$ cat config.mk
export PLATFORM = sky130hd
export DESIGN_NAME = gpb_gpio
export DESIGN_NICKNAME = d
export VERILOG_FILES = /design/src/gpb_pkg.sv /design/src/gpb_gpio.sv
export SDC_FILE = /design/constraint.sdc
export NUM_CORES = 1
export LEC_CHECK = 0
export BUFFER_PORTS_ARGS = -buffer_cell sky130_fd_sc_hd__buf_2
export CAP_MARGIN = 20
export CORE_ASPECT_RATIO = 2
export CORE_MARGIN = 2
export CORE_UTILIZATION = 54
export DETAILED_ROUTE_END_ITERATION = 12
export GPL_ROUTABILITY_DRIVEN = 0
export GPL_TIMING_DRIVEN = 0
export PLACE_DENSITY = 0.84
export SYNTH_ARGS = -nofsm -noshare
export SYNTH_HDL_FRONTEND = slang
export SYNTH_SLANG_ARGS = --single-unit
$ cat constraint.sdc
create_clock -name I_CLK -period 8.5 [get_ports I_CLK]
set_input_delay 0.85 -clock I_CLK [delete_from_list [all_inputs] [get_ports I_CLK]]
set_output_delay 0.85 -clock I_CLK [all_outputs]
set_load 0.01 [all_outputs]
$ cat src/gpb_pkg.sv
package gpb_pkg;
  // special-function addresses of the two data ports
  localparam logic [7:0]  SFR_PORT_J      = 8'h80; // port J data
  localparam logic [7:0]  SFR_PORT_K      = 8'h90; // port K data
  // bit address field split: base in [7:3], bit number in [2:0]
  localparam int          BIT_NUM_W       = 3;
  // memory-mapped control register addresses
  localparam logic [15:0] MM_BYPASS_SEL   = 16'h7F85; // bypass select
  localparam logic [15:0] MM_PORT_J_DIR   = 16'h7FAD; // port J direction
  localparam logic [15:0] MM_PORT_K_DIR   = 16'h7FAE; // port K direction
  // reset values
  localparam logic [7:0]  RST_DATA        = 8'h00; // output latches
  localparam logic [7:0]  RST_DIR         = 8'h00; // all inputs
  localparam logic [7:0]  RST_SEL         = 8'h00; // bypass off
  localparam logic [7:0]  UNMAPPED_VAL    = 8'h00; // unmapped read
  localparam logic [7:0]  MASKED_IN       = 8'h00; // bypassed target
endpackage

$ cat src/gpb_gpio.sv
// Function
// - port J direction register, one is output
// - port K data register at 0x90
// - port K direction register, one is output
// - eight bypass muxes onto target pins
// - select bit n pairs group G/H pin n
// - bypass select register at 0x7F85, reset zero
// - select zero: both pins plain GPIO
// - select one: target driven by source level
// - select register writable only by microcontroller
// - bypass forces target output driver on
// - normal mode: target direction from own bit
// - bypassed target input bit hides pin level
// - source pins keep feeding interrupts and wake
// - one address: read latch on output bits and pins on input bits, write latch
// - port J at 0x80, bit set/clear access
`timescale 1ns/1ps
`default_nettype none
module gpb_gpio
  import gpb_pkg::*;
(
  // clock and reset
  input  wire logic        I_CLK,
  input  wire logic        I_RST_B,
  // special-function byte access
  input  wire logic [7:0]  I_SFR_ADDR,
  input  wire logic        I_SFR_WR,
  input  wire logic        I_SFR_RD,
  input  wire logic [7:0]  I_SFR_WDATA,
  output logic      [7:0]  O_SFR_RDATA,
  // special-function single-bit set/clear
  input  wire logic [7:0]  I_SFR_BIT_ADDR,
  input  wire logic        I_SFR_BIT_WR,
  input  wire logic        I_SFR_BIT_VAL,
  // memory-mapped control register access
  input  wire logic [15:0] I_MM_ADDR,
  input  wire logic        I_MM_WR,
  input  wire logic        I_MM_RD,
  input  wire logic [7:0]  I_MM_WDATA,
  output logic      [7:0]  O_MM_RDATA,
  // port J pins
  input  wire logic [7:0]  I_PJ_PIN,
  output logic      [7:0]  O_PJ_OUT,
  output logic      [7:0]  O_PJ_OE,
  // port K pins
  input  wire logic [7:0]  I_PK_PIN,
  output logic      [7:0]  O_PK_OUT,
  output logic      [7:0]  O_PK_OE,
  // group G source pins and their status toward the controller
  input  wire logic [7:0]  I_GG_PIN,
  output logic      [7:0]  O_GG_IN,
  // group H target pins, own GPIO logic and pin side
  input  wire logic [7:0]  I_GH_GPIO_OUT,
  input  wire logic [7:0]  I_GH_GPIO_DIR,
  input  wire logic [7:0]  I_GH_PIN,
  output logic      [7:0]  O_GH_IN,
  output logic      [7:0]  O_GH_OUT,
  output logic      [7:0]  O_GH_OE
);

  ////////////////////////////////////////////////////////////////////////
  // helpers

  // byte view of a port: latch on outputs, pin on inputs
  function automatic logic [7:0] port_view(input logic [7:0] latch,
                                           input logic [7:0] dir,
                                           input logic [7:0] pin);
    port_view = (latch & dir) | (pin & ~dir);
  endfunction

  // single-bit set or clear of one latch bit
  function automatic logic [7:0] bit_upd(input logic [7:0] cur,
                                         input logic [2:0] idx,
                                         input logic       val);
    logic [7:0] tmp;
    tmp      = cur;
    tmp[idx] = val;
    bit_upd  = tmp;
  endfunction

  ////////////////////////////////////////////////////////////////////////
  // reset release and pin synchronisers

  logic [1:0] rst_sync_q;   // release shifter
  logic       rst_n;        // synchronised reset, active low

  // assert at once, release after two edges
  always_ff @(posedge I_CLK or negedge I_RST_B) begin
    if (!I_RST_B) begin
      rst_sync_q <= 2'b00;
    end else begin
      rst_sync_q <= {rst_sync_q[0], 1'b1};
    end
  end
  assign rst_n = rst_sync_q[1];

  logic [7:0] pj_m_q, pj_s_q; // port J pin sync
  logic [7:0] pk_m_q, pk_s_q; // port K pin sync
  logic [7:0] gg_m_q, gg_s_q; // group G pin sync
  logic [7:0] gh_m_q, gh_s_q; // group H pin sync

  // pins are asynchronous: two stages before any use
  always_ff @(posedge I_CLK or negedge rst_n) begin
    if (!rst_n) begin
      pj_m_q <= 8'h00;
      pj_s_q <= 8'h00;
      pk_m_q <= 8'h00;
      pk_s_q <= 8'h00;
      gg_m_q <= 8'h00;
      gg_s_q <= 8'h00;
      gh_m_q <= 8'h00;
      gh_s_q <= 8'h00;
    end else begin
      pj_m_q <= I_PJ_PIN;
      pj_s_q <= pj_m_q;
      pk_m_q <= I_PK_PIN;
      pk_s_q <= pk_m_q;
      gg_m_q <= I_GG_PIN;
      gg_s_q <= gg_m_q;
      gh_m_q <= I_GH_PIN;
      gh_s_q <= gh_m_q;
    end
  end

  ////////////////////////////////////////////////////////////////////////
  // decode

  logic sfr_wr_j, sfr_wr_k, bit_wr_j, bit_wr_k;
  logic mm_wr_sel, mm_wr_dj, mm_wr_dk;

  assign sfr_wr_j  = I_SFR_WR && (I_SFR_ADDR == SFR_PORT_J);
  assign sfr_wr_k  = I_SFR_WR && (I_SFR_ADDR == SFR_PORT_K);
  // bit address = port base + bit number
  assign bit_wr_j  = I_SFR_BIT_WR &&
                     (I_SFR_BIT_ADDR[7:BIT_NUM_W] ==
                      SFR_PORT_J[7:BIT_NUM_W]);
  assign bit_wr_k  = I_SFR_BIT_WR &&
                     (I_SFR_BIT_ADDR[7:BIT_NUM_W] ==
                      SFR_PORT_K[7:BIT_NUM_W]);
  // only the controller's own bus reaches these; no host path exists
  assign mm_wr_sel = I_MM_WR && (I_MM_ADDR == MM_BYPASS_SEL);
  assign mm_wr_dj  = I_MM_WR && (I_MM_ADDR == MM_PORT_J_DIR);
  assign mm_wr_dk  = I_MM_WR && (I_MM_ADDR == MM_PORT_K_DIR);

  ////////////////////////////////////////////////////////////////////////
  // registers

  logic [7:0] pj_lat_q, pk_lat_q; // output latches
  logic [7:0] pj_dir_q, pk_dir_q; // direction, one is output
  logic [7:0] sel_q;              // bypass select, bit n-1 = pair n

  // port latches; byte write wins over a same-cycle bit write
  always_ff @(posedge I_CLK or negedge rst_n) begin
    if (!rst_n) begin
      pj_lat_q <= RST_DATA;
      pk_lat_q <= RST_DATA;
    end else begin
      if (sfr_wr_j) begin
        pj_lat_q <= I_SFR_WDATA;
      end else if (bit_wr_j) begin
        pj_lat_q <= bit_upd(pj_lat_q, I_SFR_BIT_ADDR[2:0],
                            I_SFR_BIT_VAL);
      end
      if (sfr_wr_k) begin
        pk_lat_q <= I_SFR_WDATA;
      end else if (bit_wr_k) begin
        pk_lat_q <= bit_upd(pk_lat_q, I_SFR_BIT_ADDR[2:0],
                            I_SFR_BIT_VAL);
      end
    end
  end

  // direction and select; nothing else ever touches them
  always_ff @(posedge I_CLK or negedge rst_n) begin
    if (!rst_n) begin
      pj_dir_q <= RST_DIR;
      pk_dir_q <= RST_DIR;
      sel_q    <= RST_SEL;
    end else begin
      if (mm_wr_dj) begin
        pj_dir_q <= I_MM_WDATA;
      end
      if (mm_wr_dk) begin
        pk_dir_q <= I_MM_WDATA;
      end
      if (mm_wr_sel) begin
        sel_q <= I_MM_WDATA;
      end
    end
  end

  ////////////////////////////////////////////////////////////////////////
  // read data, registered one cycle after the strobe

  // special-function reads
  always_ff @(posedge I_CLK or negedge rst_n) begin
    if (!rst_n) begin
      O_SFR_RDATA <= UNMAPPED_VAL;
    end else if (I_SFR_RD) begin
      case (I_SFR_ADDR)
        SFR_PORT_J: O_SFR_RDATA <= port_view(pj_lat_q, pj_dir_q, pj_s_q);
        SFR_PORT_K: O_SFR_RDATA <= port_view(pk_lat_q, pk_dir_q, pk_s_q);
        default:    O_SFR_RDATA <= UNMAPPED_VAL;
      endcase
    end
  end

  // memory-mapped reads
  always_ff @(posedge I_CLK or negedge rst_n) begin
    if (!rst_n) begin
      O_MM_RDATA <= UNMAPPED_VAL;
    end else if (I_MM_RD) begin
      case (I_MM_ADDR)
        MM_BYPASS_SEL: O_MM_RDATA <= sel_q;
        MM_PORT_J_DIR: O_MM_RDATA <= pj_dir_q;
        MM_PORT_K_DIR: O_MM_RDATA <= pk_dir_q;
        default:       O_MM_RDATA <= UNMAPPED_VAL;
      endcase
    end
  end

  ////////////////////////////////////////////////////////////////////////
  // port pin drive: straight from latch and direction flops

  assign O_PJ_OUT = pj_lat_q;
  assign O_PJ_OE  = pj_dir_q;
  assign O_PK_OUT = pk_lat_q;
  assign O_PK_OE  = pk_dir_q;

  ////////////////////////////////////////////////////////////////////////
  // bypass muxes; the source level costs the sync plus one flop,
  // so the copy on the target lags the source pin by three clocks

  // target drive and status per pair
  always_ff @(posedge I_CLK or negedge rst_n) begin
    if (!rst_n) begin
      O_GH_OUT <= 8'h00;
      O_GH_OE  <= 8'h00;
      O_GH_IN  <= MASKED_IN;
      O_GG_IN  <= 8'h00;
    end else begin
      for (int i = 0; i < 8; i++) begin
        if (sel_q[i]) begin
          O_GH_OUT[i] <= gg_s_q[i];
          O_GH_OE[i]  <= 1'b1;
          O_GH_IN[i]  <= MASKED_IN[i];
        end else begin
          // back to own logic, registers untouched
          O_GH_OUT[i] <= I_GH_GPIO_OUT[i];
          O_GH_OE[i]  <= I_GH_GPIO_DIR[i];
          O_GH_IN[i]  <= gh_s_q[i];
        end
      end
      // source status goes on to interrupt and wake logic
      O_GG_IN <= gg_s_q;
    end
  end
endmodule
`default_nettype wire

Yosys cells after proc, flatten, opt, wreduce, memory -nomap -nowiden
Cells that the tools add are included.
{"block": "word_totals", "regBits": 154, "in_bits": 104, "output_inout_bits": 80, "word_cells": 81}
{"block": "op_classes", "n_lt_le_gt_ge": 2, "eq_ne": 7, "muxes": 34, "bitwise": 8, "reduce_logical": 10}
{"cell": "$eq A16 B15 Y1 const B", "n": 3}
{"cell": "$and A8 B8 Y8", "n": 4}
{"cell": "$mux W8", "n": 4}
{"cell": "$mux W1", "n": 25}
{"cell": "$pmux W8 S3", "n": 1}
{"cell": "$bwmux W8", "n": 2}
{"cell": "$eq A8 B8 Y1 const B", "n": 2}
{"cell": "$not A8 Y8", "n": 2}
{"cell": "$or A8 B8 Y8", "n": 2}
{"cell": "$pmux W8 S2", "n": 1}
{"cell": "$eq A5 B5 Y1 const B", "n": 2}
{"cell": "$logic_and A1 B1 Y1", "n": 8}
{"cell": "$lt A3 B4 Y1 const B", "n": 1}
{"cell": "$reduce_bool A2 Y1", "n": 2}
{"cell": "$demux W1 S3", "n": 1}
{"cell": "$ge A3 B1 Y1 const B", "n": 1}

Longest topological paths before layout
Gate-level depths: netlist (run 1).
{"block": "depth", "ltp_word": 7, "ltp_mapped": 6, "mapped_depth_nobuf": 4}

Least setup slack after synthesis (run 1)
Ideal clock, no wire load.
{"block": "synth_timing", "kind": "in2reg", "start": "in I_MM_ADDR[15]", "end": "reg pk_dir_q[0] (netlist: O_PK_OE[0])", "setup_ns": 0.125, "arrival_time_ns": 2.193, "required_time_ns": 8.375, "path_slack_ns": 6.182, "cell_stages": 4, "path_buffers": 0, "path_cell_list": "nand4b_1 -> nor4_4 -> nand3_2 -> mux2_2"}
{"block": "synth_via", "elab_chain_cells": 2}
{"element": "start, declared", "line_no": "gpb_gpio.sv:36", "text": "input wire logic [15:0] I_MM_ADDR,"}
{"element": "$eq A16 B15 Y1", "line_no": "gpb_gpio.sv:143", "text": "assign mm_wr_dk = I_MM_WR && (I_MM_ADDR == MM_PORT_K_DIR);"}
{"element": "$logic_and A1 B1 Y1", "line_no": "gpb_gpio.sv:143"}
{"element": "end signal, assigned", "line_no": "gpb_gpio.sv:177", "text": "pk_dir_q <= RST_DIR;"}
{"element": "end signal, assigned", "line_no": "gpb_gpio.sv:184", "text": "pk_dir_q <= I_MM_WDATA;"}
{"element": "end, declared", "line_no": "gpb_gpio.sv:149", "text": "logic [7:0] pj_dir_q, pk_dir_q;"}
No other way between the ends.
A chain may end at the register's enable or synchronous reset.

Worst setup path in the final report (run 1)
{"block": "layout_timing", "start": "in I_MM_ADDR[15]", "end": "reg pk_dir_q[5] (netlist: O_PK_OE[5])"}
Same word-level chain as after synthesis.

==> results.py, run 1 <==
metrics = {
    "synth": {
        "synth_area_leaders": "dfrtp_1 69%, mux2_2 8.0%, mux2i_1 4.3%, o22ai_1 1.8%, o21ai_0 1.3%",
        "ys_seq_elements": 154,
        "synth_cell_type_count": 38,
        "syn-num-nets": 499,
        "synth_edf_count": 0,
        "syn-cell-area_sq_um": 5610,
        "yosys_warnings": 0,
        "ys.flop_type": "dfrtp_1",
        "syn_area_per_cell_sq_um": 14.2,
        "yosysTopAreaCell": "dfrtp_1",
        "synth_commonest_cells": "154 x dfrtp_1, 40 x mux2_2, 24 x mux2i_1, 19 x nand2_1, 18 x inv_1",
        "yosysMostFrequentCell": "dfrtp_1",
        "netlist.area_leader.share": 0.687,
        "yosysSeqAreaShare": 0.687,
        "syn_inst": 395,
        "synthArstFlopShare": 1.00,
    },
    "pwr": {
        "sw_frac_of_total": 0.211,
        "leakage_uw": 0.00364,
        "power_switching_uw": 348,
        "p_seq_frac": 0.475,
        "irDropWorstVdd_mv": 0.176,
        "combinationalPowerShare": 0.056,
        "internal-power_uw": 1300,
        "power_density_nw_per_um2": 226,
        "clkPwrFrac": 0.469,
    },
    "setup_path": {
        "crit_path_top_delay_cell": "nor4_4",
        "critPathLaunch": "I_MM_ADDR[15]",
        "path_max_fanout": 10,
        "cp.required_ns": 8.79,
        "cpPeakStageDelay_ns": 0.70,
        "ff2ff_path_depth": 1,
        "cp-end-kind": "flop",
        "worst_r2r_startpoint": "rst_sync_q[1]",
        "path_class": "in -> reg",
        "crit_chain": "buf_2 > nand4b_1 > nor4_4 > nand3_2 > mux2_2",
        "crit_path_end": "O_PK_OE[5]",
        "worstPathArrival_ns": 2.74,
        "cp-start-kind": "input pin",
        "timing.rr.end": "O_MM_RDATA[4]",
        "r2r_setup_slack_ns": 7.13,
    },
    "final_layout": {
        "area.growth.synth_to_final_pct": 30.4,
        "fill_cells": 690,
        "layout.cells.non_filler": 739,
        "layout-drive-gt1-share": 0.445,
        "diodes": 0,
        "num-nets-final": 697,
    },
    "timing": {
        "relSlewSlack": 0.387,
        "min_period_ns": 2.45,
        "finalCritPeriodShare": 0.288,
        "hold_viol": 0,
        "worst_slack_ns": 6.05,
        "finalSetupViolations": 0,
        "fmax_mhz": 408,
        "tightest_slew_ns": 0.920,
        "skew_ns": 0.00859,
        "setup_tns_ns": 0,
        "rsz0062_at_grt": "false",
        "slew_violations": 0,
    },
    "route": {
        "avgViaCountPerCell": 5.30,
        "drc": 0,
        "routedWlPerCell_um": 18.0,
        "antenna_left": 0,
        "first_iter_violations": 219,
        "wirelength_mm": 13.3,
        "via_count": 3919,
        "dr.pass1.iters": 4,
    },
    "place": {
        "dpl_worst_slack_ns": 5.63,
        "io_buffer_count": 178,
        "dp_hpwl_mm": 9.85,
        "place_inst": 709,
    },
    "floorplan": {
        "dieHeight_um": 148,
        "die_x_um": 76.1,
        "start_util": 0.553,
        "fp.coreArea_sq_um": 10100,
        "io_pins": 184,
        "dieArea_sq_um": 11300,
        "rows": 52,
    },
    "global_route": {
        "grt_pass1_wl_mm": 20.8,
        "grt_pass1_vias": 4188,
        "track_usage": 0.243,
        "grt_max_degree": 80,
        "gr-total-overflow": 0,
        "antenna_found_initial": 0,
    },
    "clocking": {
        "clock_path_buffers": 2,
        "cts_max_level": 4,
        "cts_tree": "yes",
        "clkTransAtPathRegs_ns": 0.06,
        "clockRootBuffer": "clkbuf_16",
        "ctsHoldBuffers": 0,
        "cts_buffers": 17,
        "clock-sinks": 154,
        "clk_latency_ns": 0.41,
        "cts_resized": 0,
        "cts_setup_buffers": 0,
    },
    "status": {
        "status": "finished clean",
    },
    "run": {
        "cap_violations": 0,
    },
    "hold_path": {
        "hold_class": "in -> async",
    },
}
==> final cells by class <==
cell class,count,area [sq um],area share
well taps,135,169,0.0231
multi-input cells,211,1640,0.225
repair buffers,179,918,0.126
inverters,18,67.6,0.00924
clock inverters,11,170,0.0233
plain buffers,12,47.5,0.00650
clock buffers,19,443,0.0605
flip-flops and latches,154,3860,0.527
==> logic make-up (layout without fill, tap and decap cells) <==
kind of cell    Yosys count  after routing  share of synthesized area
flops                   154            154                      0.687
other cells               1              1                   0.000668
xor+xnor                  1              1                    0.00156
mux                      64             64                      0.123
buf+inv                  30            239                     0.0205
compound gates           57             57                     0.0633
simple gates             88             88                      0.104
==> how the worst min path moves through the flow <==
stage / slack, ns / start / to / depth (start not counted)
after floorplan: 0.33 / gg_m_q[0] / gg_s_q[0] / 0
after global placement: 0.33 / pj_m_q[2] / pj_s_q[2] / 0
after detailed placement: 0.33 / gg_m_q[7] / gg_s_q[7] / 0
after CTS: 0.20 / I_RST_B / rst_sync_q[1] / 1
after global routing: 0.20 / I_RST_B / rst_sync_q[1] / 1
final: 0.21 / I_RST_B / rst_sync_q[1] / 1
==> stage by stage <==
step | total power (uW) | utilization | hold slack, ns | instance area, sq um
3_5_place_dp | 891 | 0.660 | 0.335 | 6700
6_report | 1650 | 0.721 | 0.214 | 7320
3_3_place_gp | 883 | 0.657 | 0.332 | 6670
2_1_floorplan | 833 | - | 0.331 | 5610
5_1_grt | 1700 | 0.721 | 0.204 | 7320
4_1_cts | 1660 | 0.721 | 0.204 | 7320
==> cells in the final DEF (no fill, tap or decap), types with 4 or more instances in the layout <==
cell and count:
buf_2 180, dfrtp_1 153, mux2_2 40, mux2i_1 24
nand2_1 19, inv_1 18, clkbuf_16 17, o22ai_1 16
o21ai_0 15, nor2b_1 11, clkbuf_1 9, nand3_1 9
nor2_1 9, or2_2 8, a21oi_1 8, a22o_1 8
a22oi_1 8, nand4_1 4, bufinv_16 4
==> critical path, delay by kind of cell <==
family / cells / cell delay [ns]
simple gates: 3 / 1.42
buf+inv: 1 / 0.09
mux: 1 / 0.38
==> layer usage <==
| metal | up-vias | share of wire | routed length [um] | GRT usage |
|---|---|---|---|---|
| li1 | 1784 | - | - | - |
| met1 | 1923 | 0.33 | 4340 | 0.239 |
| met2 | 184 | 0.59 | 7880 | 0.476 |
| met5 | - | 0 | 0 | 0 |
| met4 | 0 | 0.026 | 352 | 0.105 |
| met3 | 28 | 0.056 | 739 | 0.0570 |
==> power by group through the flow <==
stage	sequential (uW)	combinational, uW	clock, uW
after detailed placement	798	92.8	0
after CTS	785	93.8	781
after floorplan	805	28.2	0
after global routing	788	102	814
after global placement	802	80.8	0
final	785	92.9	774
Power figures use the tool's default switching activity.
==> inputs of run 2 (changes only) <==
--- a/config.mk
+++ b/config.mk
@@ -5,15 +5,16 @@
 export SDC_FILE = /design/constraint.sdc
 export NUM_CORES = 1
 export LEC_CHECK = 0
+export ABC_AREA = 1
 export BUFFER_PORTS_ARGS = -buffer_cell sky130_fd_sc_hd__buf_2
 export CAP_MARGIN = 20
 export CORE_ASPECT_RATIO = 2
 export CORE_MARGIN = 2
-export CORE_UTILIZATION = 54
+export CORE_UTILIZATION = 46
 export DETAILED_ROUTE_END_ITERATION = 12
 export GPL_ROUTABILITY_DRIVEN = 0
 export GPL_TIMING_DRIVEN = 0
-export PLACE_DENSITY = 0.84
+export PLACE_DENSITY = 0.76
 export SYNTH_ARGS = -nofsm -noshare
 export SYNTH_HDL_FRONTEND = slang
 export SYNTH_SLANG_ARGS = --single-unit
==> constraint.sdc (replaced) <==
create_clock -name I_CLK -period 2.15 [get_ports I_CLK]
set_input_delay 0.215 -clock I_CLK [delete_from_list [all_inputs] [get_ports I_CLK]]
set_output_delay 0.215 -clock I_CLK [all_outputs]
set_load 0.01 [all_outputs]
==> run 2 against run 1 <==
Clock power rose to 3.9 times the previous value. Register-to-register slack worse by 6.1 ns. Clock skew down 0.0013 ns. Global-route usage down 1.7 points. Via count grew 26%. Utilization is 7.9 points lower. Die area increased by 25%. Routed wire length increased by 16%. Largest power group unchanged.
==> results.py, run 2 <==
metrics = {
    "route": {
        "wirelength_mm": 15.5,
        "avgViaCountPerCell": 4.85,
        "antenna_left": 0,
        "first_iter_violations": 221,
        "via_count": 4928,
        "dr.pass1.iters": 6,
        "drc": 0,
        "routedWlPerCell_um": 15.2,
    },
    "final_layout": {
        "final_cell_mix": "185 x buf_2, 175 x nand2_1, 153 x dfrtp_1, 69 x nand3_1, 58 x inv_1",
        "regArea_sq_um": 3860,
        "num-nets-final": 956,
        "fin_util": 0.641,
        "layout-drive-gt1-share": 0.333,
        "diodes": 0,
        "stdcell_area_sq_um": 8290,
        "final_common_cell": "buf_2",
        "area.growth.synth_to_final_pct": 37.0,
        "fill_cells": 1046,
        "multi_input_area_sq_um": 1860,
    },
    "floorplan": {
        "io_pins": 184,
        "die_x_um": 85.1,
        "dieHeight_um": 166,
        "fp.coreArea_sq_um": 12900,
        "rows": 59,
        "start_util": 0.468,
        "dieArea_sq_um": 14100,
    },
    "synth": {
        "synth_cell_type_count": 26,
        "netlist.area_leader.share": 0.637,
        "synth_edf_count": 0,
        "syn_inst": 602,
        "yosys_warnings": 0,
        "synthArstFlopShare": 1.00,
        "ys_seq_elements": 154,
        "yosysTopAreaCell": "dfrtp_1",
        "ys.flop_type": "dfrtp_1",
        "syn_area_per_cell_sq_um": 10.0,
        "synth_commonest_cells": "175 x nand2_1, 154 x dfrtp_1, 69 x nand3_1, 58 x inv_1, 34 x nor2_1",
        "yosysSeqAreaShare": 0.637,
        "syn-num-nets": 706,
        "synth_area_leaders": "dfrtp_1 64%, nand2_1 11%, nand3_1 5.7%, inv_1 3.6%, o21ai_2 3.0%",
        "syn-cell-area_sq_um": 6050,
        "yosysMostFrequentCell": "nand2_1",
    },
    "timing": {
        "skew_ns": 0.00728,
        "hold_viol": 0,
        "slew_violations": 0,
        "setup_tns_ns": 0,
        "tightest_slew_ns": 0.620,
        "rsz0062_at_grt": "false",
        "min_period_ns": 1.28,
        "finalCritPeriodShare": 0.595,
        "finalSetupViolations": 0,
        "relSlewSlack": 0.585,
        "fmax_mhz": 781,
    },
    "global_route": {
        "grt_pass1_vias": 5035,
        "gr-total-overflow": 0,
        "track_usage": 0.227,
        "antenna_found_initial": 0,
        "grt_pass1_wl_mm": 24.7,
        "grt_max_degree": 74,
    },
    "place": {
        "dpl_cell_area_sq_um": 7200,
        "io_buffer_count": 180,
        "dp_hpwl_mm": 11.4,
    },
    "setup_path": {
        "path_max_fanout": 4,
        "cpPeakStageDelay_ns": 0.47,
        "cp-end-kind": "output port",
        "path_buf_inv": 1,
        "crit_family": "flip-flops",
        "crit_path_top_delay_cell": "dfrtp_1",
        "worstPathArrival_ns": 1.06,
        "cp.required_ns": 1.93,
        "crit_chain": "buf_2",
        "path_class": "reg -> out",
        "cp-start-kind": "flop",
        "r2r_setup_slack_ns": 1.05,
    },
    "pwr": {
        "leakage_uw": 0.00436,
        "irDropWorstVdd_mv": 0.662,
        "power_density_nw_per_um2": 784,
        "p_total_uw": 6500,
    },
    "clocking": {
        "clock-sinks": 154,
        "cts_buffers": 17,
        "cts_setup_buffers": 0,
        "cts_tree": "yes",
        "clk_latency_ns": 0.42,
        "clockRootBuffer": "clkbuf_16",
        "clock_path_buffers": 2,
        "cts_max_level": 4,
        "clkTransAtPathRegs_ns": 0.06,
    },
    "status": {
        "status": "finished clean",
    },
    "hold_path": {
        "hold_class": "in -> reg",
    },
    "run": {
        "cap_violations": 0,
    },
}
==> run 2: worst paths after layout <==
check	startpoint	endpoint	cells past startpoint
setup / recovery	O_PJ_OE[5]	O_PJ_OE[5]	1
hold / removal	I_MM_WDATA[6]	sel_q[6]	3
setup reg to reg	O_PJ_OE[5]	O_SFR_RDATA[5]	3
hold reg to reg	rst_sync_q[1]	gg_s_q[6]	0
max in group asynchronous	rst_sync_q[1]	O_GH_IN[0]	1
min in group asynchronous	I_RST_B	rst_sync_q[1]	2
==> run 2: area by class of cell <==
class,count,area share
tap,152,0.0230
clock inverter,14,0.0193
multi-input combinational,373,0.224
clock buffer,18,0.0530
buffer,16,0.0139
inverter,59,0.0267
timing repair buffer,231,0.175
sequential,154,0.465
==> run 2: timing repair <==
action	in CTS	in global routing
hold buffers	49	0
hold endpoints to repair	50	0
setup endpoints to repair	0	0
resized for setup	0	0
==> run 2: logic make-up after synthesis <==
logic type / share of synthesized area
simple gates: 0.233
flops: 0.637
buf+inv: 0.0557
compound gates: 0.0586
mux: 0.0149
other cells: 0.000620
==> run 2: tightest hold or removal path: stages <==
cell	delay, ns
buf_2	0.09
nand2_2	0.05
o21ai_2	0.04
==> run 2: metrics by stage <==
step           hold slack [ns]  worst slack (ns)  cells
2_1_floorplan          -0.0806             0.543    602
3_5_place_dp           0.00271             0.624    936
6_report                0.0116             0.870   1017
4_1_cts              0.0000459             0.868   1017
3_3_place_gp          0.000118            0.0509    934
5_1_grt                 0.0188             0.845   1017
==> run 2: power by group <==
part / switching [uW] / internal [uW] / leakage, uW
Combinational: 232 / 213 / 0.00224
Clock: 1230 / 1760 / 0.000274
Sequential: 60.4 / 3010 / 0.00184
==> run 2: layer usage <==
metal | wire length, um | part of all wire | track usage
met1 | 5040 | 0.33 | 0.223
met2 | 9050 | 0.58 | 0.434
met3 | 838 | 0.054 | 0.0452
met4 | 546 | 0.035 | 0.106
met5 | 0 | 0 | 0
